`src/ckm_pkg.sv`:
```
package ckm_pkg;

  // system clock
  localparam int CLK_PERIOD_NS = 8;

  // crystal start-up: oscillations counted on the first oscillator pin
  localparam int          XTAL_COUNT     = 1024;
  localparam logic [9:0]  XTAL_LAST      = 10'(XTAL_COUNT - 1);

  // settle delay inserted on every clock origin change
  localparam int          SWITCH_DLY_NS  = 1000;
  localparam int          SWITCH_CYC_INT =
    (SWITCH_DLY_NS + CLK_PERIOD_NS - 1) / CLK_PERIOD_NS;
  localparam logic [7:0]  SWITCH_CYC     = 8'(SWITCH_CYC_INT);

  // warm-up of the fast internal oscillator before it reads stable
  localparam int          FAST_WARM_NS   = 2000;
  localparam int          FAST_WARM_INT  =
    (FAST_WARM_NS + CLK_PERIOD_NS - 1) / CLK_PERIOD_NS;
  localparam logic [8:0]  FAST_WARM_CYC  = 9'(FAST_WARM_INT);

  // internal oscillator models: system clocks per tick
  localparam int          FAST_DIV       = 16;
  localparam int          SLOW_DIV       = 4032;

  // frequency choice field
  localparam logic [2:0]  FREQ_RST       = 3'h6;
  localparam logic [2:0]  FREQ_SLOW      = 3'h0;
  localparam logic [6:0]  POST_FULL      = 7'h7F;

  // register map (byte addresses)
  localparam logic [7:0]  REG_CTRL       = 8'h00;
  localparam logic [7:0]  REG_STAT       = 8'h04;

  // control register fields
  localparam int          CTRL_SCS_BIT   = 0;
  localparam int          CTRL_STB_BIT   = 2;
  localparam int          CTRL_TO_BIT    = 3;
  localparam int          CTRL_FREQ_LSB  = 4;

  // status register fields
  localparam int          STAT_SW_BIT    = 0;
  localparam int          STAT_RUN_BIT   = 1;
  localparam int          STAT_HOLD_BIT  = 2;
  localparam int          STAT_MODE_LSB  = 4;

  // configured clock mode, fixed at power-up
  typedef enum logic [2:0] {
    MODE_LOW_GAIN  = 3'h0,
    MODE_MED_GAIN  = 3'h1,
    MODE_HIGH_GAIN = 3'h2,
    MODE_OUTSIDE   = 3'h3,
    MODE_RC_DIV    = 3'h4,
    MODE_RC_IO     = 3'h5,
    MODE_INT_IO    = 3'h6,
    MODE_INT_DIV   = 3'h7
  } ckm_mode_e;

  localparam ckm_mode_e MODE_RST = MODE_OUTSIDE;

  // start-up sequence, gray along wait -> count -> run
  typedef enum logic [1:0] {
    ST_WAIT  = 2'h0,
    ST_COUNT = 2'h1,
    ST_RUN   = 2'h3
  } ckm_st_e;

endpackage

```
`src/ckm_tick_div.sv`:
```
`timescale 1ns/1ns
module ckm_tick_div #(
  parameter int DIV = 16
) (
  input  wire logic clk_i,
  input  wire logic nrst_i,
  input  wire logic en_i,
  output logic      tick_o
);

  localparam int          W    = $clog2(DIV);
  localparam logic [W-1:0] LAST = W'(DIV - 1);

  logic [W-1:0] cnt_q;

  // stopped source restarts its period from zero
  always_ff @(posedge clk_i or negedge nrst_i) begin
    if (!nrst_i) begin
      cnt_q <= '0;
    end else if (!en_i) begin
      cnt_q <= '0;
    end else if (cnt_q == LAST) begin
      cnt_q <= '0;
    end else begin
      cnt_q <= cnt_q + W'(1);
    end
  end

  always_ff @(posedge clk_i or negedge nrst_i) begin
    if (!nrst_i) begin
      tick_o <= 1'b0;
    end else begin
      tick_o <= en_i && (cnt_q == LAST);
    end
  end

endmodule

```
`src/ckm_top.sv`:
```
// Function
// - crystal modes count 1024 first-pin oscillations before clock is stable
// - count starts after reset and power-up timer, and on sleep wake-up
// - execution is held while the start-up count runs
// - every clock origin change inserts a settle delay before use
// - outside clock input mode skips the start-up count
// - outside clock mode: clock on first pin, output pin freed as I/O
// - fully static: no progress without source ticks, state kept
// - RC divided-out mode drives output pin with oscillator over four
// - RC pin I/O mode frees the output pin as general I/O
// - internal divided-out: clock-in pin I/O, clock-out carries freq/4
// - internal both-pins I/O mode frees both oscillator pins
// - software choice bit picks configured clock or internal oscillators
// - fast oscillator runs if freq field nonzero and choice or two-speed
// - software reads whether the fast oscillator is stable
// - fast oscillator postscaler yields seven derived frequencies
// - slow 31 kHz oscillator is selectable as the system clock
// - 111 is 8 MHz halving down to 001; 000 picks slow oscillator
// - any reset loads the frequency field with 110
// - timeout status reads 1 on configured clock, 0 on internal
//
// Our own choices: the register offsets and register access over Wishbone.
`timescale 1ns/1ns
module ckm_top (
  input  wire logic        clk_i,
  input  wire logic        nrst_i,
  input  wire logic        wb_cyc_i,
  input  wire logic        wb_stb_i,
  input  wire logic        wb_we_i,
  input  wire logic [7:0]  wb_adr_i,
  input  wire logic [3:0]  wb_sel_i,
  input  wire logic [31:0] wb_dat_i,
  output logic      [31:0] wb_dat_o,
  output logic             wb_ack_o,
  input  wire logic [2:0]  mode_cfg_i,
  input  wire logic        two_speed_startup_enable_i,
  input  wire logic        power_up_timer_en_i,
  input  wire logic        power_up_timer_done_i,
  input  wire logic        wake_i,
  input  wire logic        first_osc_pin_i,
  output logic             sys_ce_o,
  output logic             hold_o,
  output logic             fast_osc_run_o,
  output logic             output_osc_pin_o,
  output logic             output_osc_pin_oe_o,
  output logic             clock_in_pin_gpio_o,
  output logic             output_osc_pin_gpio_o
);

  ckm_pkg::ckm_mode_e mode_q;
  logic               mode_vld_q;
  ckm_pkg::ckm_st_e   st_q;
  ckm_pkg::ckm_st_e   st_d;
  logic [9:0]         xcnt_q;
  logic               first_osc_pin_q;
  logic               first_osc_pin_edge;
  logic               xtal_mode;
  logic               int_mode;
  logic               drive_out;
  logic [2:0]         freq_q;
  logic               scs_q;
  logic [3:0]         sel_d;
  logic [3:0]         cur_sel_q;
  logic [7:0]         sw_cnt_q;
  logic               fast_run;
  logic [8:0]         warm_q;
  logic               fast_stable_q;
  logic               fast_base;
  logic               slow_tick;
  logic [6:0]         post_q;
  logic [6:0]         post_mask;
  logic               int_tick;
  logic               src_tick;
  logic [1:0]         div_q;
  logic               wb_req;
  logic [31:0]        rd_d;

  assign xtal_mode = (mode_q == ckm_pkg::MODE_LOW_GAIN) ||
                     (mode_q == ckm_pkg::MODE_MED_GAIN) ||
                     (mode_q == ckm_pkg::MODE_HIGH_GAIN);
  assign int_mode  = (mode_q == ckm_pkg::MODE_INT_IO) ||
                     (mode_q == ckm_pkg::MODE_INT_DIV);
  assign drive_out = (mode_q == ckm_pkg::MODE_RC_DIV) ||
                     (mode_q == ckm_pkg::MODE_INT_DIV);

  // strap caught on the first edge after reset release, then frozen
  always_ff @(posedge clk_i or negedge nrst_i) begin
    if (!nrst_i) begin
      mode_q     <= ckm_pkg::MODE_RST;
      mode_vld_q <= 1'b0;
    end else if (!mode_vld_q) begin
      mode_q     <= ckm_pkg::ckm_mode_e'(mode_cfg_i);
      mode_vld_q <= 1'b1;
    end
  end

  always_ff @(posedge clk_i or negedge nrst_i) begin
    if (!nrst_i) begin
      first_osc_pin_q <= 1'b0;
    end else begin
      first_osc_pin_q <= first_osc_pin_i;
    end
  end

  assign first_osc_pin_edge = first_osc_pin_i && !first_osc_pin_q;

  always_comb begin
    st_d = st_q;
    case (st_q)
      ckm_pkg::ST_WAIT: begin
        if (mode_vld_q && (!power_up_timer_en_i || power_up_timer_done_i)) begin
          st_d = xtal_mode ? ckm_pkg::ST_COUNT : ckm_pkg::ST_RUN;
        end
      end
      ckm_pkg::ST_COUNT: begin
        if (first_osc_pin_edge && (xcnt_q == ckm_pkg::XTAL_LAST)) begin
          st_d = ckm_pkg::ST_RUN;
        end
      end
      ckm_pkg::ST_RUN: begin
        if (wake_i && xtal_mode) begin
          st_d = ckm_pkg::ST_COUNT;
        end
      end
      default: st_d = ckm_pkg::ST_WAIT;
    endcase
  end

  always_ff @(posedge clk_i or negedge nrst_i) begin
    if (!nrst_i) begin
      st_q   <= ckm_pkg::ST_WAIT;
      xcnt_q <= 10'h000;
      hold_o <= 1'b1;
    end else begin
      st_q   <= st_d;
      hold_o <= (st_d != ckm_pkg::ST_RUN);
      if (st_d != ckm_pkg::ST_COUNT || st_q != ckm_pkg::ST_COUNT) begin
        xcnt_q <= 10'h000;
      end else if (first_osc_pin_edge) begin
        xcnt_q <= xcnt_q + 10'h001;
      end
    end
  end

  // software choice bit and frequency field
  assign wb_req = wb_cyc_i && wb_stb_i && !wb_ack_o;

  always_ff @(posedge clk_i or negedge nrst_i) begin
    if (!nrst_i) begin
      freq_q <= ckm_pkg::FREQ_RST;
      scs_q  <= 1'b0;
    end else if (wb_cyc_i && wb_stb_i && wb_ack_o && wb_we_i &&
                 wb_sel_i[0] && wb_adr_i == ckm_pkg::REG_CTRL) begin
      freq_q <= wb_dat_i[ckm_pkg::CTRL_FREQ_LSB +: 3];
      scs_q  <= wb_dat_i[ckm_pkg::CTRL_SCS_BIT];
    end
  end

  // selection: {internal, frequency}; configured modes carry zero frequency
  always_comb begin
    sel_d = 4'h0;
    if (scs_q || int_mode) begin
      sel_d = {1'b1, freq_q};
    end
  end

  always_ff @(posedge clk_i or negedge nrst_i) begin
    if (!nrst_i) begin
      cur_sel_q <= 4'h0;
      sw_cnt_q  <= 8'h00;
    end else if (sw_cnt_q != 8'h00) begin
      sw_cnt_q <= sw_cnt_q - 8'h01;
      if (sw_cnt_q == 8'h01) begin
        cur_sel_q <= sel_d;
      end
    end else if (sel_d != cur_sel_q) begin
      sw_cnt_q <= ckm_pkg::SWITCH_CYC;
    end
  end

  // fast oscillator enable and warm-up
  assign fast_run = (freq_q != ckm_pkg::FREQ_SLOW) &&
                    (scs_q || two_speed_startup_enable_i || int_mode);

  always_ff @(posedge clk_i or negedge nrst_i) begin
    if (!nrst_i) begin
      fast_osc_run_o <= 1'b0;
      warm_q         <= 9'h000;
      fast_stable_q  <= 1'b0;
    end else begin
      fast_osc_run_o <= fast_run;
      if (!fast_osc_run_o) begin
        warm_q        <= 9'h000;
        fast_stable_q <= 1'b0;
      end else if (warm_q == ckm_pkg::FAST_WARM_CYC) begin
        fast_stable_q <= 1'b1;
      end else begin
        warm_q <= warm_q + 9'h001;
      end
    end
  end

  ckm_tick_div #(.DIV(ckm_pkg::FAST_DIV)) u_fast (
    .clk_i  (clk_i),
    .nrst_i (nrst_i),
    .en_i   (fast_osc_run_o),
    .tick_o (fast_base)
  );

  ckm_tick_div #(.DIV(ckm_pkg::SLOW_DIV)) u_slow (
    .clk_i  (clk_i),
    .nrst_i (nrst_i),
    .en_i   (1'b1),
    .tick_o (slow_tick)
  );

  // postscaler: field 7 passes every tick, each step down halves
  always_ff @(posedge clk_i or negedge nrst_i) begin
    if (!nrst_i) begin
      post_q <= 7'h00;
    end else if (fast_base && fast_stable_q) begin
      post_q <= post_q + 7'h01;
    end
  end

  assign post_mask = ckm_pkg::POST_FULL >> cur_sel_q[2:0];

  always_comb begin
    int_tick = fast_base && fast_stable_q &&
               ((post_q & post_mask) == post_mask);
    if (cur_sel_q[2:0] == ckm_pkg::FREQ_SLOW) begin
      int_tick = slow_tick;
    end
  end

  assign src_tick = cur_sel_q[3] ? int_tick : first_osc_pin_edge;

  // ticks come only from the live source; a stopped source freezes all
  always_ff @(posedge clk_i or negedge nrst_i) begin
    if (!nrst_i) begin
      sys_ce_o <= 1'b0;
    end else begin
      sys_ce_o <= src_tick && (sw_cnt_q == 8'h00) &&
                  (st_d == ckm_pkg::ST_RUN);
    end
  end

  // oscillator pin roles and divide-by-four clock out
  always_ff @(posedge clk_i or negedge nrst_i) begin
    if (!nrst_i) begin
      div_q                 <= 2'h0;
      output_osc_pin_o      <= 1'b0;
      output_osc_pin_oe_o   <= 1'b0;
      clock_in_pin_gpio_o   <= 1'b0;
      output_osc_pin_gpio_o <= 1'b0;
    end else begin
      if (sys_ce_o) begin
        div_q <= div_q + 2'h1;
      end
      output_osc_pin_o      <= drive_out && div_q[1];
      output_osc_pin_oe_o   <= drive_out;
      clock_in_pin_gpio_o   <= int_mode;
      output_osc_pin_gpio_o <= (mode_q == ckm_pkg::MODE_OUTSIDE) ||
                               (mode_q == ckm_pkg::MODE_RC_IO) ||
                               (mode_q == ckm_pkg::MODE_INT_IO);
    end
  end

  // register read data
  always_comb begin
    rd_d = 32'h0000_0000;
    case (wb_adr_i)
      ckm_pkg::REG_CTRL: begin
        rd_d[ckm_pkg::CTRL_FREQ_LSB +: 3] = freq_q;
        rd_d[ckm_pkg::CTRL_TO_BIT]        = !cur_sel_q[3];
        rd_d[ckm_pkg::CTRL_STB_BIT]       = fast_stable_q;
        rd_d[ckm_pkg::CTRL_SCS_BIT]       = scs_q;
      end
      ckm_pkg::REG_STAT: begin
        rd_d[ckm_pkg::STAT_SW_BIT]        = (sw_cnt_q != 8'h00);
        rd_d[ckm_pkg::STAT_RUN_BIT]       = fast_osc_run_o;
        rd_d[ckm_pkg::STAT_HOLD_BIT]      = hold_o;
        rd_d[ckm_pkg::STAT_MODE_LSB +: 3] = mode_q;
      end
      default: rd_d = 32'h0000_0000;
    endcase
  end

  always_ff @(posedge clk_i or negedge nrst_i) begin
    if (!nrst_i) begin
      wb_ack_o <= 1'b0;
      wb_dat_o <= 32'h0000_0000;
    end else begin
      wb_ack_o <= wb_req;
      wb_dat_o <= wb_req ? rd_d : 32'h0000_0000;
    end
  end
endmodule

```
`config.mk`:
```
export PLATFORM = sky130hd
export DESIGN_NAME = ckm_top
export DESIGN_NICKNAME = d
export VERILOG_FILES = /design/src/ckm_pkg.sv /design/src/ckm_tick_div.sv /design/src/ckm_top.sv
export SDC_FILE = /design/constraint.sdc
export NUM_CORES = 1
export LEC_CHECK = 0
export BUFFER_PORTS_ARGS = -buffer_cell sky130_fd_sc_hd__buf_2
export CAP_MARGIN = 5
export CORE_MARGIN = 2
export CORE_UTILIZATION = 53
export CTS_CLUSTER_SIZE = 28
export DETAILED_ROUTE_END_ITERATION = 8
export GPL_ROUTABILITY_DRIVEN = 0
export HOLD_SLACK_MARGIN = 0.02
export PLACE_DENSITY = 0.79
export SLEW_MARGIN = 25
export SYNTH_ARGS = -nofsm -noshare
export SYNTH_HDL_FRONTEND = slang
export SYNTH_SLANG_ARGS = --single-unit
```
`constraint.sdc`:
```
create_clock -name clk_i -period 2.1 [get_ports clk_i]
set_input_delay 0.105 -clock clk_i [delete_from_list [all_inputs] [get_ports clk_i]]
set_output_delay 0.105 -clock clk_i [all_outputs]
set_load 0.01 [all_outputs]
```
==> summary.txt, run 1 <==
Status
  – Status: finished clean

Clocking
  – Root buffer selected by CTS: clkbuf_8
  – Max Root-Sink Buffers: 2
  – Clock slew at reported path FFs: 0.09 ns
  – Num CTS Buffers: 9
  – Clock latency on the worst-skew pair: 0.35 ns
  – Sink Count: 84
  – Post-CTS Resized: 0
  – Setup bufs post-CTS: 0
  – H-tree depth: 3
  – CTS tree: done

STA
  – Final worst path period share: 93.6%
  – Endpoints failing setup: 0
  – Final hold violations: 0
  – Setup TNS: 0 ns
  – RSZ-0062 raised after global routing: false
  – WHS: 0.0483 ns
  – Final min period: 1.96 ns
  – Worst Tran Pin Value: 0.772 ns
  – Max Slew Vio Count: 0
  – Clock Skew: 0.00908 ns
  – Fmax: 0.509 GHz
  – Rel. slew slack: 48.5%

Drt
  – Antenna Nets Post-Route: 0
  – TritonRoute pass-1 iters: 4
  – Drt wl/cell: 13.1 um
  – Vias per cell: 5.17
  – Drt total wl: 7050 um
  – Via total after detailed routing: 2774
  – Remaining routing DRC violations: 0
  – DRT iter0 DRCs: 131

Yosys
  – Sequential-to-total area share from yosys stat: 53.0%
  – Post-synthesis cell type count: 52
  – Compound-cell area share of the yosys netlist: 7.74%
  – EDFF count, synth: 0
  – Cell Area, Synth: 0.00398 sq mm
  – Post-synth top area share: 49.7%
  – Adder-cell area share of the yosys netlist: 2.83%
  – Cell taking the most area after synthesis: dfrtp_1
  – Simple-Gate Fraction of Synth Area: 19.1%
  – Main flop type after synthesis: dfrtp_1
  – Largest family of logic cells by synthesized area: simple AND/OR/NAND/NOR gates
  – Async set-reset flop share out of synthesis: 100%
  – Mapped Cells: 368
  – Ys Warns: 0
  – Post-synth top cells: dfrtp_1 (79), nor2_1 (37), buf_4 (26), xnor2_1 (26), nand2_1 (25)
  – Mux cell area share after synthesis: 3.33%
  – Post-synthesis xor/xnor area fraction: 7.70%
  – Most frequent cell after synthesis: dfrtp_1
  – Synthesized flop and latch total: 84
  – Synth top area cells: dfrtp_1 (50%), xnor2_1 (5.7%), buf_4 (4.9%)
  – Syn Area/Cell: 10.8 sq um

Layout
  – Area grow syn2layout: 14.5%
  – Antenna cells: 0
  – Reg area: 0.00211 sq mm
  – Multi-input logic area: 0.00172 sq mm
  – Layout cells sized above 1: 21.0%
  – Total Nets Final: 499
  – # fillers: 608

Global routing
  – First-pass GRT wire length: 12000 um
  – Vias in the first global route: 2598
  – Grt total ovfl: 0
  – All-Layer GR Usage: 18.3%
  – Initial antenna violation count: 0
  – Largest net degree at the start of global routing: 65

Critical path
  – R2r worst-path depth: 4
  – Critical path type: flop to flop
  – CP top delay family: compound AO/OA/AOI/OAI gates
  – Crit path launch: scs_q
  – Crit-path max cell delay: 0.53 ns
  – Critical path endpoint category: flop
  – CP Max Fanout: 9
  – Worst R2R Start: scs_q
  – R2r setup slk: 0.14 ns
  – Arrival time worst endpoint: 2.17 ns
  – WP buf/inv: 0
  – Startpoint type of the worst setup path: flop
  – Critical-path cell list: a21o_2 > or4_4 > a2111oi_4 > mux2i_1
  – Worst path slowest cell: a2111oi_4
  – CP required: 2.31 ns
  – RR Endpoint: sw_cnt_q[0]

Die
  – Top Ports: 97
  – FP Rows: 31
  – Die area: 0.00822 sq mm
  – Core Area: 0.00725 sq mm
  – Die Y: 90.6 um
  – Die W: 90.6 um
  – Initial core utilization: 54.9%

Pwr
  – Combinational fraction of design power: 16.1%
  – Pint: 2620 uW
  – Switching share of power: 28.8%
  – Total power: 3680 uW
  – Clock Power Share: 31.2%
  – Sequential power share: 52.8%
  – Power per cell area: 807 mW/mm^2
  – Leak: 0.00209 uW
  – Net load switching power: 1060 uW
  – Max rail drop VDD: 425 uV

Placed design
  – Post-DP HPWL: 5150 um
  – Port Buf Inserts: 40

Hold path
  – WHS Endpoint: wb_ack_o
  – Worst hold path depth: 3
  – Tightest Hold Check Type: input pin to flop
  – Worst hold start: wb_stb_i

Job
  – Maxcap violations: 0
-- power groups by stage --
stage	registers [uW]	clock network, uW	logic (uW)
6_report	1940	1150	591
5_1_grt	1960	1240	676
4_1_cts	1940	1180	599
3_5_place_dp	1970	0	583
3_3_place_gp	1960	0	553
2_1_floorplan	1940	0	437
-- metrics by stage --
stage               instances  setup slack (ns)  utilization (%)  instance area (sq um)
floorplan                 392             0.323                -                   4070
global placement          511             0.202             58.7                   4260
detailed placement        511             0.164             58.7                   4260
CTS                       537             0.144             62.8                   4560
global route              537            0.0171             62.8                   4560
finish                    537             0.135             62.8                   4560
-- logic make-up (layout without fill, tap and decap cells) --
family / count (synthesis) / in the layout
simple gates: 145 / 145
flops: 84 / 84
compound gates: 42 / 42
buf+inv: 39 / 85
xor+xnor: 35 / 35
mux: 12 / 12
fa+ha+maj: 9 / 9
other cells: 2 / 26
-- state kept, by name (all words and copies together) (netlist names), 2 cells and up --
name,count
cur_sel_q,4
div_q,2
freq_q,3
mode_q,3
post_q,6
st_q,2
sw_cnt_q,8
u_fast.cnt_q,4
u_slow.cnt_q,12
warm_q,9
wb_dat_o,7
xcnt_q,10
-- layout make-up --
| type | instances | share of cell area [%] |
|---|---|---|
| flip-flops and latches | 84 | 46.3 |
| multi-input cells | 269 | 37.7 |
| repair buffers | 59 | 8.13 |
| clock buffers | 9 | 2.72 |
| well taps | 99 | 2.72 |
| clock inverters | 7 | 1.67 |
| inverters | 10 | 0.824 |
-- worst max path at each step --
stage / slack [ns] / end / cells after the start
finish: 0.14 / sw_cnt_q[0] / 4
floorplan: 0.32 / sw_cnt_q[0] / 4
global placement: 0.20 / sw_cnt_q[0] / 4
global route: 0.02 / sw_cnt_q[0] / 4
detailed placement: 0.16 / sw_cnt_q[0] / 4
CTS: 0.14 / sw_cnt_q[0] / 4
-- routing by layer --
layer / up-vias / wire length, um / GRT usage [%]
met5: - / 0 / 0
met1: 1357 / 3310 / 24.1
li1: 1360 / - / -
met2: 55 / 3400 / 29.5
met3: 2 / 295 / 4.09
met4: 0 / 40 / 7.05
-- tightest hold or removal path: stages --
cell	delay [ns]
buf_2	0.10
nand2_1	0.11
nor2_1	0.05
-- cells in the final DEF, fill, tap and decap left out, types with 3 or more instances in the layout --
cell type | Yosys | final
nand3b_1 | 3 | 3
nor2b_1 | 5 | 5
nand4b_1 | 3 | 3
mux2_2 | 10 | 10
nand2_1 | 25 | 25
clkbuf_8 | 0 | 9
conb_1 | 2 | 26
nor3_1 | 12 | 12
buf_4 | 26 | 10
o31ai_1 | 3 | 3
dfrtp_1 | 79 | 79
nor2_1 | 37 | 37
dlygate4sd3_1 | 0 | 10
a22o_1 | 5 | 5
inv_1 | 10 | 10
buf_2 | 0 | 39
xor2_1 | 9 | 9
nand2b_1 | 8 | 8
xnor2_1 | 26 | 26
nand3_1 | 14 | 14
o21ai_0 | 9 | 9
nor4_1 | 7 | 7
or3_1 | 3 | 3
dfstp_2 | 5 | 5
and2_1 | 5 | 5
a21oi_1 | 11 | 11
ha_1 | 9 | 9
nand4_1 | 7 | 7
and3_1 | 3 | 3
-- what timing repair did --
item	4_1_cts	5_1_grt
hold endpoints to repair	66	0
hold buffers	10	0
endpoints found under the setup margin	0	0
Note: power is estimated with default switching activity, not from simulation.
==> run 2: changes to the inputs <==
MAX_ROUTING_LAYER = met4   (was unset)
RECOVER_POWER = 100   (was unset)
==> summary.txt, run 2 (synthesis gave the netlist of run 1 again) <==
Clocking
  – Max Root-Sink Buffers: 2
  – Sink Count: 84
  – Num CTS Buffers: 9
  – Setup bufs post-CTS: 0
  – Clock latency on the worst-skew pair: 0.35 ns
  – Clock slew at reported path FFs: 0.09 ns
  – CTS tree: done
  – H-tree depth: 3
  – Root buffer selected by CTS: clkbuf_8

Layout
  – Antenna cells: 0
  – # fillers: 624
  – Largest regs: u_slow.cnt_q: 12 flops, xcnt_q: 10 flops, warm_q: 9 flops
  – Area grow syn2layout: 13.3%
  – Total Nets Final: 499
  – Register with the most flip-flops: u_slow.cnt_q
  – Multi-input logic area: 0.00172 sq mm
  – Most common cell after layout, fill and taps aside: dfrtp_1
  – Max reg flops: 12
  – Layout cells sized above 1: 15.8%
  – Reg area: 0.00211 sq mm
  – Most frequent cells in the layout: dfrtp_1 (79), nor2_1 (37), xnor2_1 (26), conb_1 (26), nand2_1 (25)

Pwr
  – Max rail drop VDD: 417 uV
  – Leak: 0.00200 uW
  – Power per cell area: 814 mW/mm^2

STA
  – Setup TNS: 0 ns
  – WHS: 0.0435 ns
  – Endpoints failing setup: 0
  – Final hold violations: 0
  – RSZ-0062 raised after global routing: false
  – Max Slew Vio Count: 65
  – Rel. slew slack: -0.537%
  – Final min period: 1.96 ns
  – Final worst path period share: 93.2%
  – Fmax: 0.511 GHz
  – Clock Skew: 0.00854 ns
  – Worst Tran Pin Value: 1.51 ns

Critical path
  – Critical path endpoint category: flop
  – Worst R2R Start: scs_q
  – CP Max Fanout: 9
  – Startpoint type of the worst setup path: flop
  – Critical path type: flop to flop
  – RR Endpoint: sw_cnt_q[0]
  – R2r worst-path depth: 4
  – Worst path slowest cell: a2111oi_4
  – Arrival time worst endpoint: 2.17 ns
  – R2r setup slk: 0.14 ns
  – Crit path launch: scs_q
  – CP required: 2.31 ns
  – Crit-path max cell delay: 0.53 ns
  – Critical-path cell list: a21o_2 > or4_4 > a2111oi_4 > mux2i_1

Global routing
  – All-Layer GR Usage: 18.9%
  – Largest net degree at the start of global routing: 65
  – Initial antenna violation count: 0
  – Vias in the first global route: 2600
  – First-pass GRT wire length: 12000 um
  – Grt total ovfl: 0

Die
  – Core Area: 0.00725 sq mm
  – FP Rows: 31
  – Die Y: 90.6 um
  – Die area: 0.00822 sq mm
  – Initial core utilization: 54.9%
  – Top Ports: 97
  – Die W: 90.6 um

Drt
  – Via total after detailed routing: 2792
  – TritonRoute pass-1 iters: 4
  – Drt wl/cell: 13.1 um
  – Remaining routing DRC violations: 0
  – Antenna Nets Post-Route: 0
  – DRT iter0 DRCs: 137
  – Drt total wl: 7050 um
  – Vias per cell: 5.20

Hold path
  – WHS Endpoint: wb_ack_o
  – Worst hold path depth: 3
  – Worst hold start: wb_stb_i
  – Tightest Hold Check Type: input pin to flop

Status
  – Status: finished with violations
  – Violations in the final reports: capacitance limit, slew limit

Job
  – Maxcap violations: 1

Placed design
  – Post-DP HPWL: 5150 um
  – Port Buf Inserts: 40
run 2: changes by cell type in the layout (fill, tap and decap cells not counted):
cell	delta
and2_0	+2
and2_1	-2
buf_2	-15
buf_4	-9
clkbuf_1	+21
clkbuf_2	+3
dfstp_1	+2
dfstp_2	-2
run 2: final cells by class:
type                       count  share of cell area, %
inverter                      10                  0.833
multi-input combinational    269                   38.1
sequential                    84                   46.8
clock inverter                 7                   1.69
clock buffer                   9                   2.75
tap                           99                   2.75
timing repair buffer          59                   7.13
run 2: what timing repair did:
item | in CTS | in global routing
hold buffers | 10 | 0
resized for setup | 0 | 0
endpoints found under the hold margin | 66 | 0
endpoints found under the setup margin | 0 | 0
run 2: layer usage:
metal	vias up	track usage, %	part of all wire (%)
li1	1363	-	-
met1	1362	24.2	46
met2	63	29.5	48
met3	4	5.51	4.8
met4	0	5.13	0.85
met5	-	-	0
run 2: worst max-delay path, delay by kind of cell, from the launching register on:
kind            cells  cell delay [ns]
mux                 1             0.15
flops               1             0.42
simple gates        1             0.44
compound gates      2             0.79
run 2: worst max-delay path by stage:
stage                             end  cells after the start
after floorplan           sw_cnt_q[0]                      4
after global placement    sw_cnt_q[0]                      4
after detailed placement  sw_cnt_q[0]                      4
after CTS                 sw_cnt_q[0]                      4
after global routing      sw_cnt_q[0]                      4
final                     sw_cnt_q[0]                      4
run 2: stage by stage:
stage | power (uW) | worst slack, ns | cells | util (%) | area [sq um]
6_report | 3670 | 0.143 | 537 | 62.2 | 4510
3_3_place_gp | 2510 | 0.202 | 511 | 58.7 | 4260
3_5_place_dp | 2550 | 0.164 | 511 | 58.7 | 4260
5_1_grt | 3870 | 0.0170 | 537 | 62.2 | 4510
2_1_floorplan | 2380 | 0.323 | 392 | - | 4070
4_1_cts | 3720 | 0.144 | 537 | 62.8 | 4560
run 2: where the power goes:
group / internal (uW) / total (uW) / switching (uW)
logic: 277 / 580 / 303
registers: 1770 / 1940 / 168
clock network: 555 / 1150 / 591
total: 2610 / 3670 / 1060
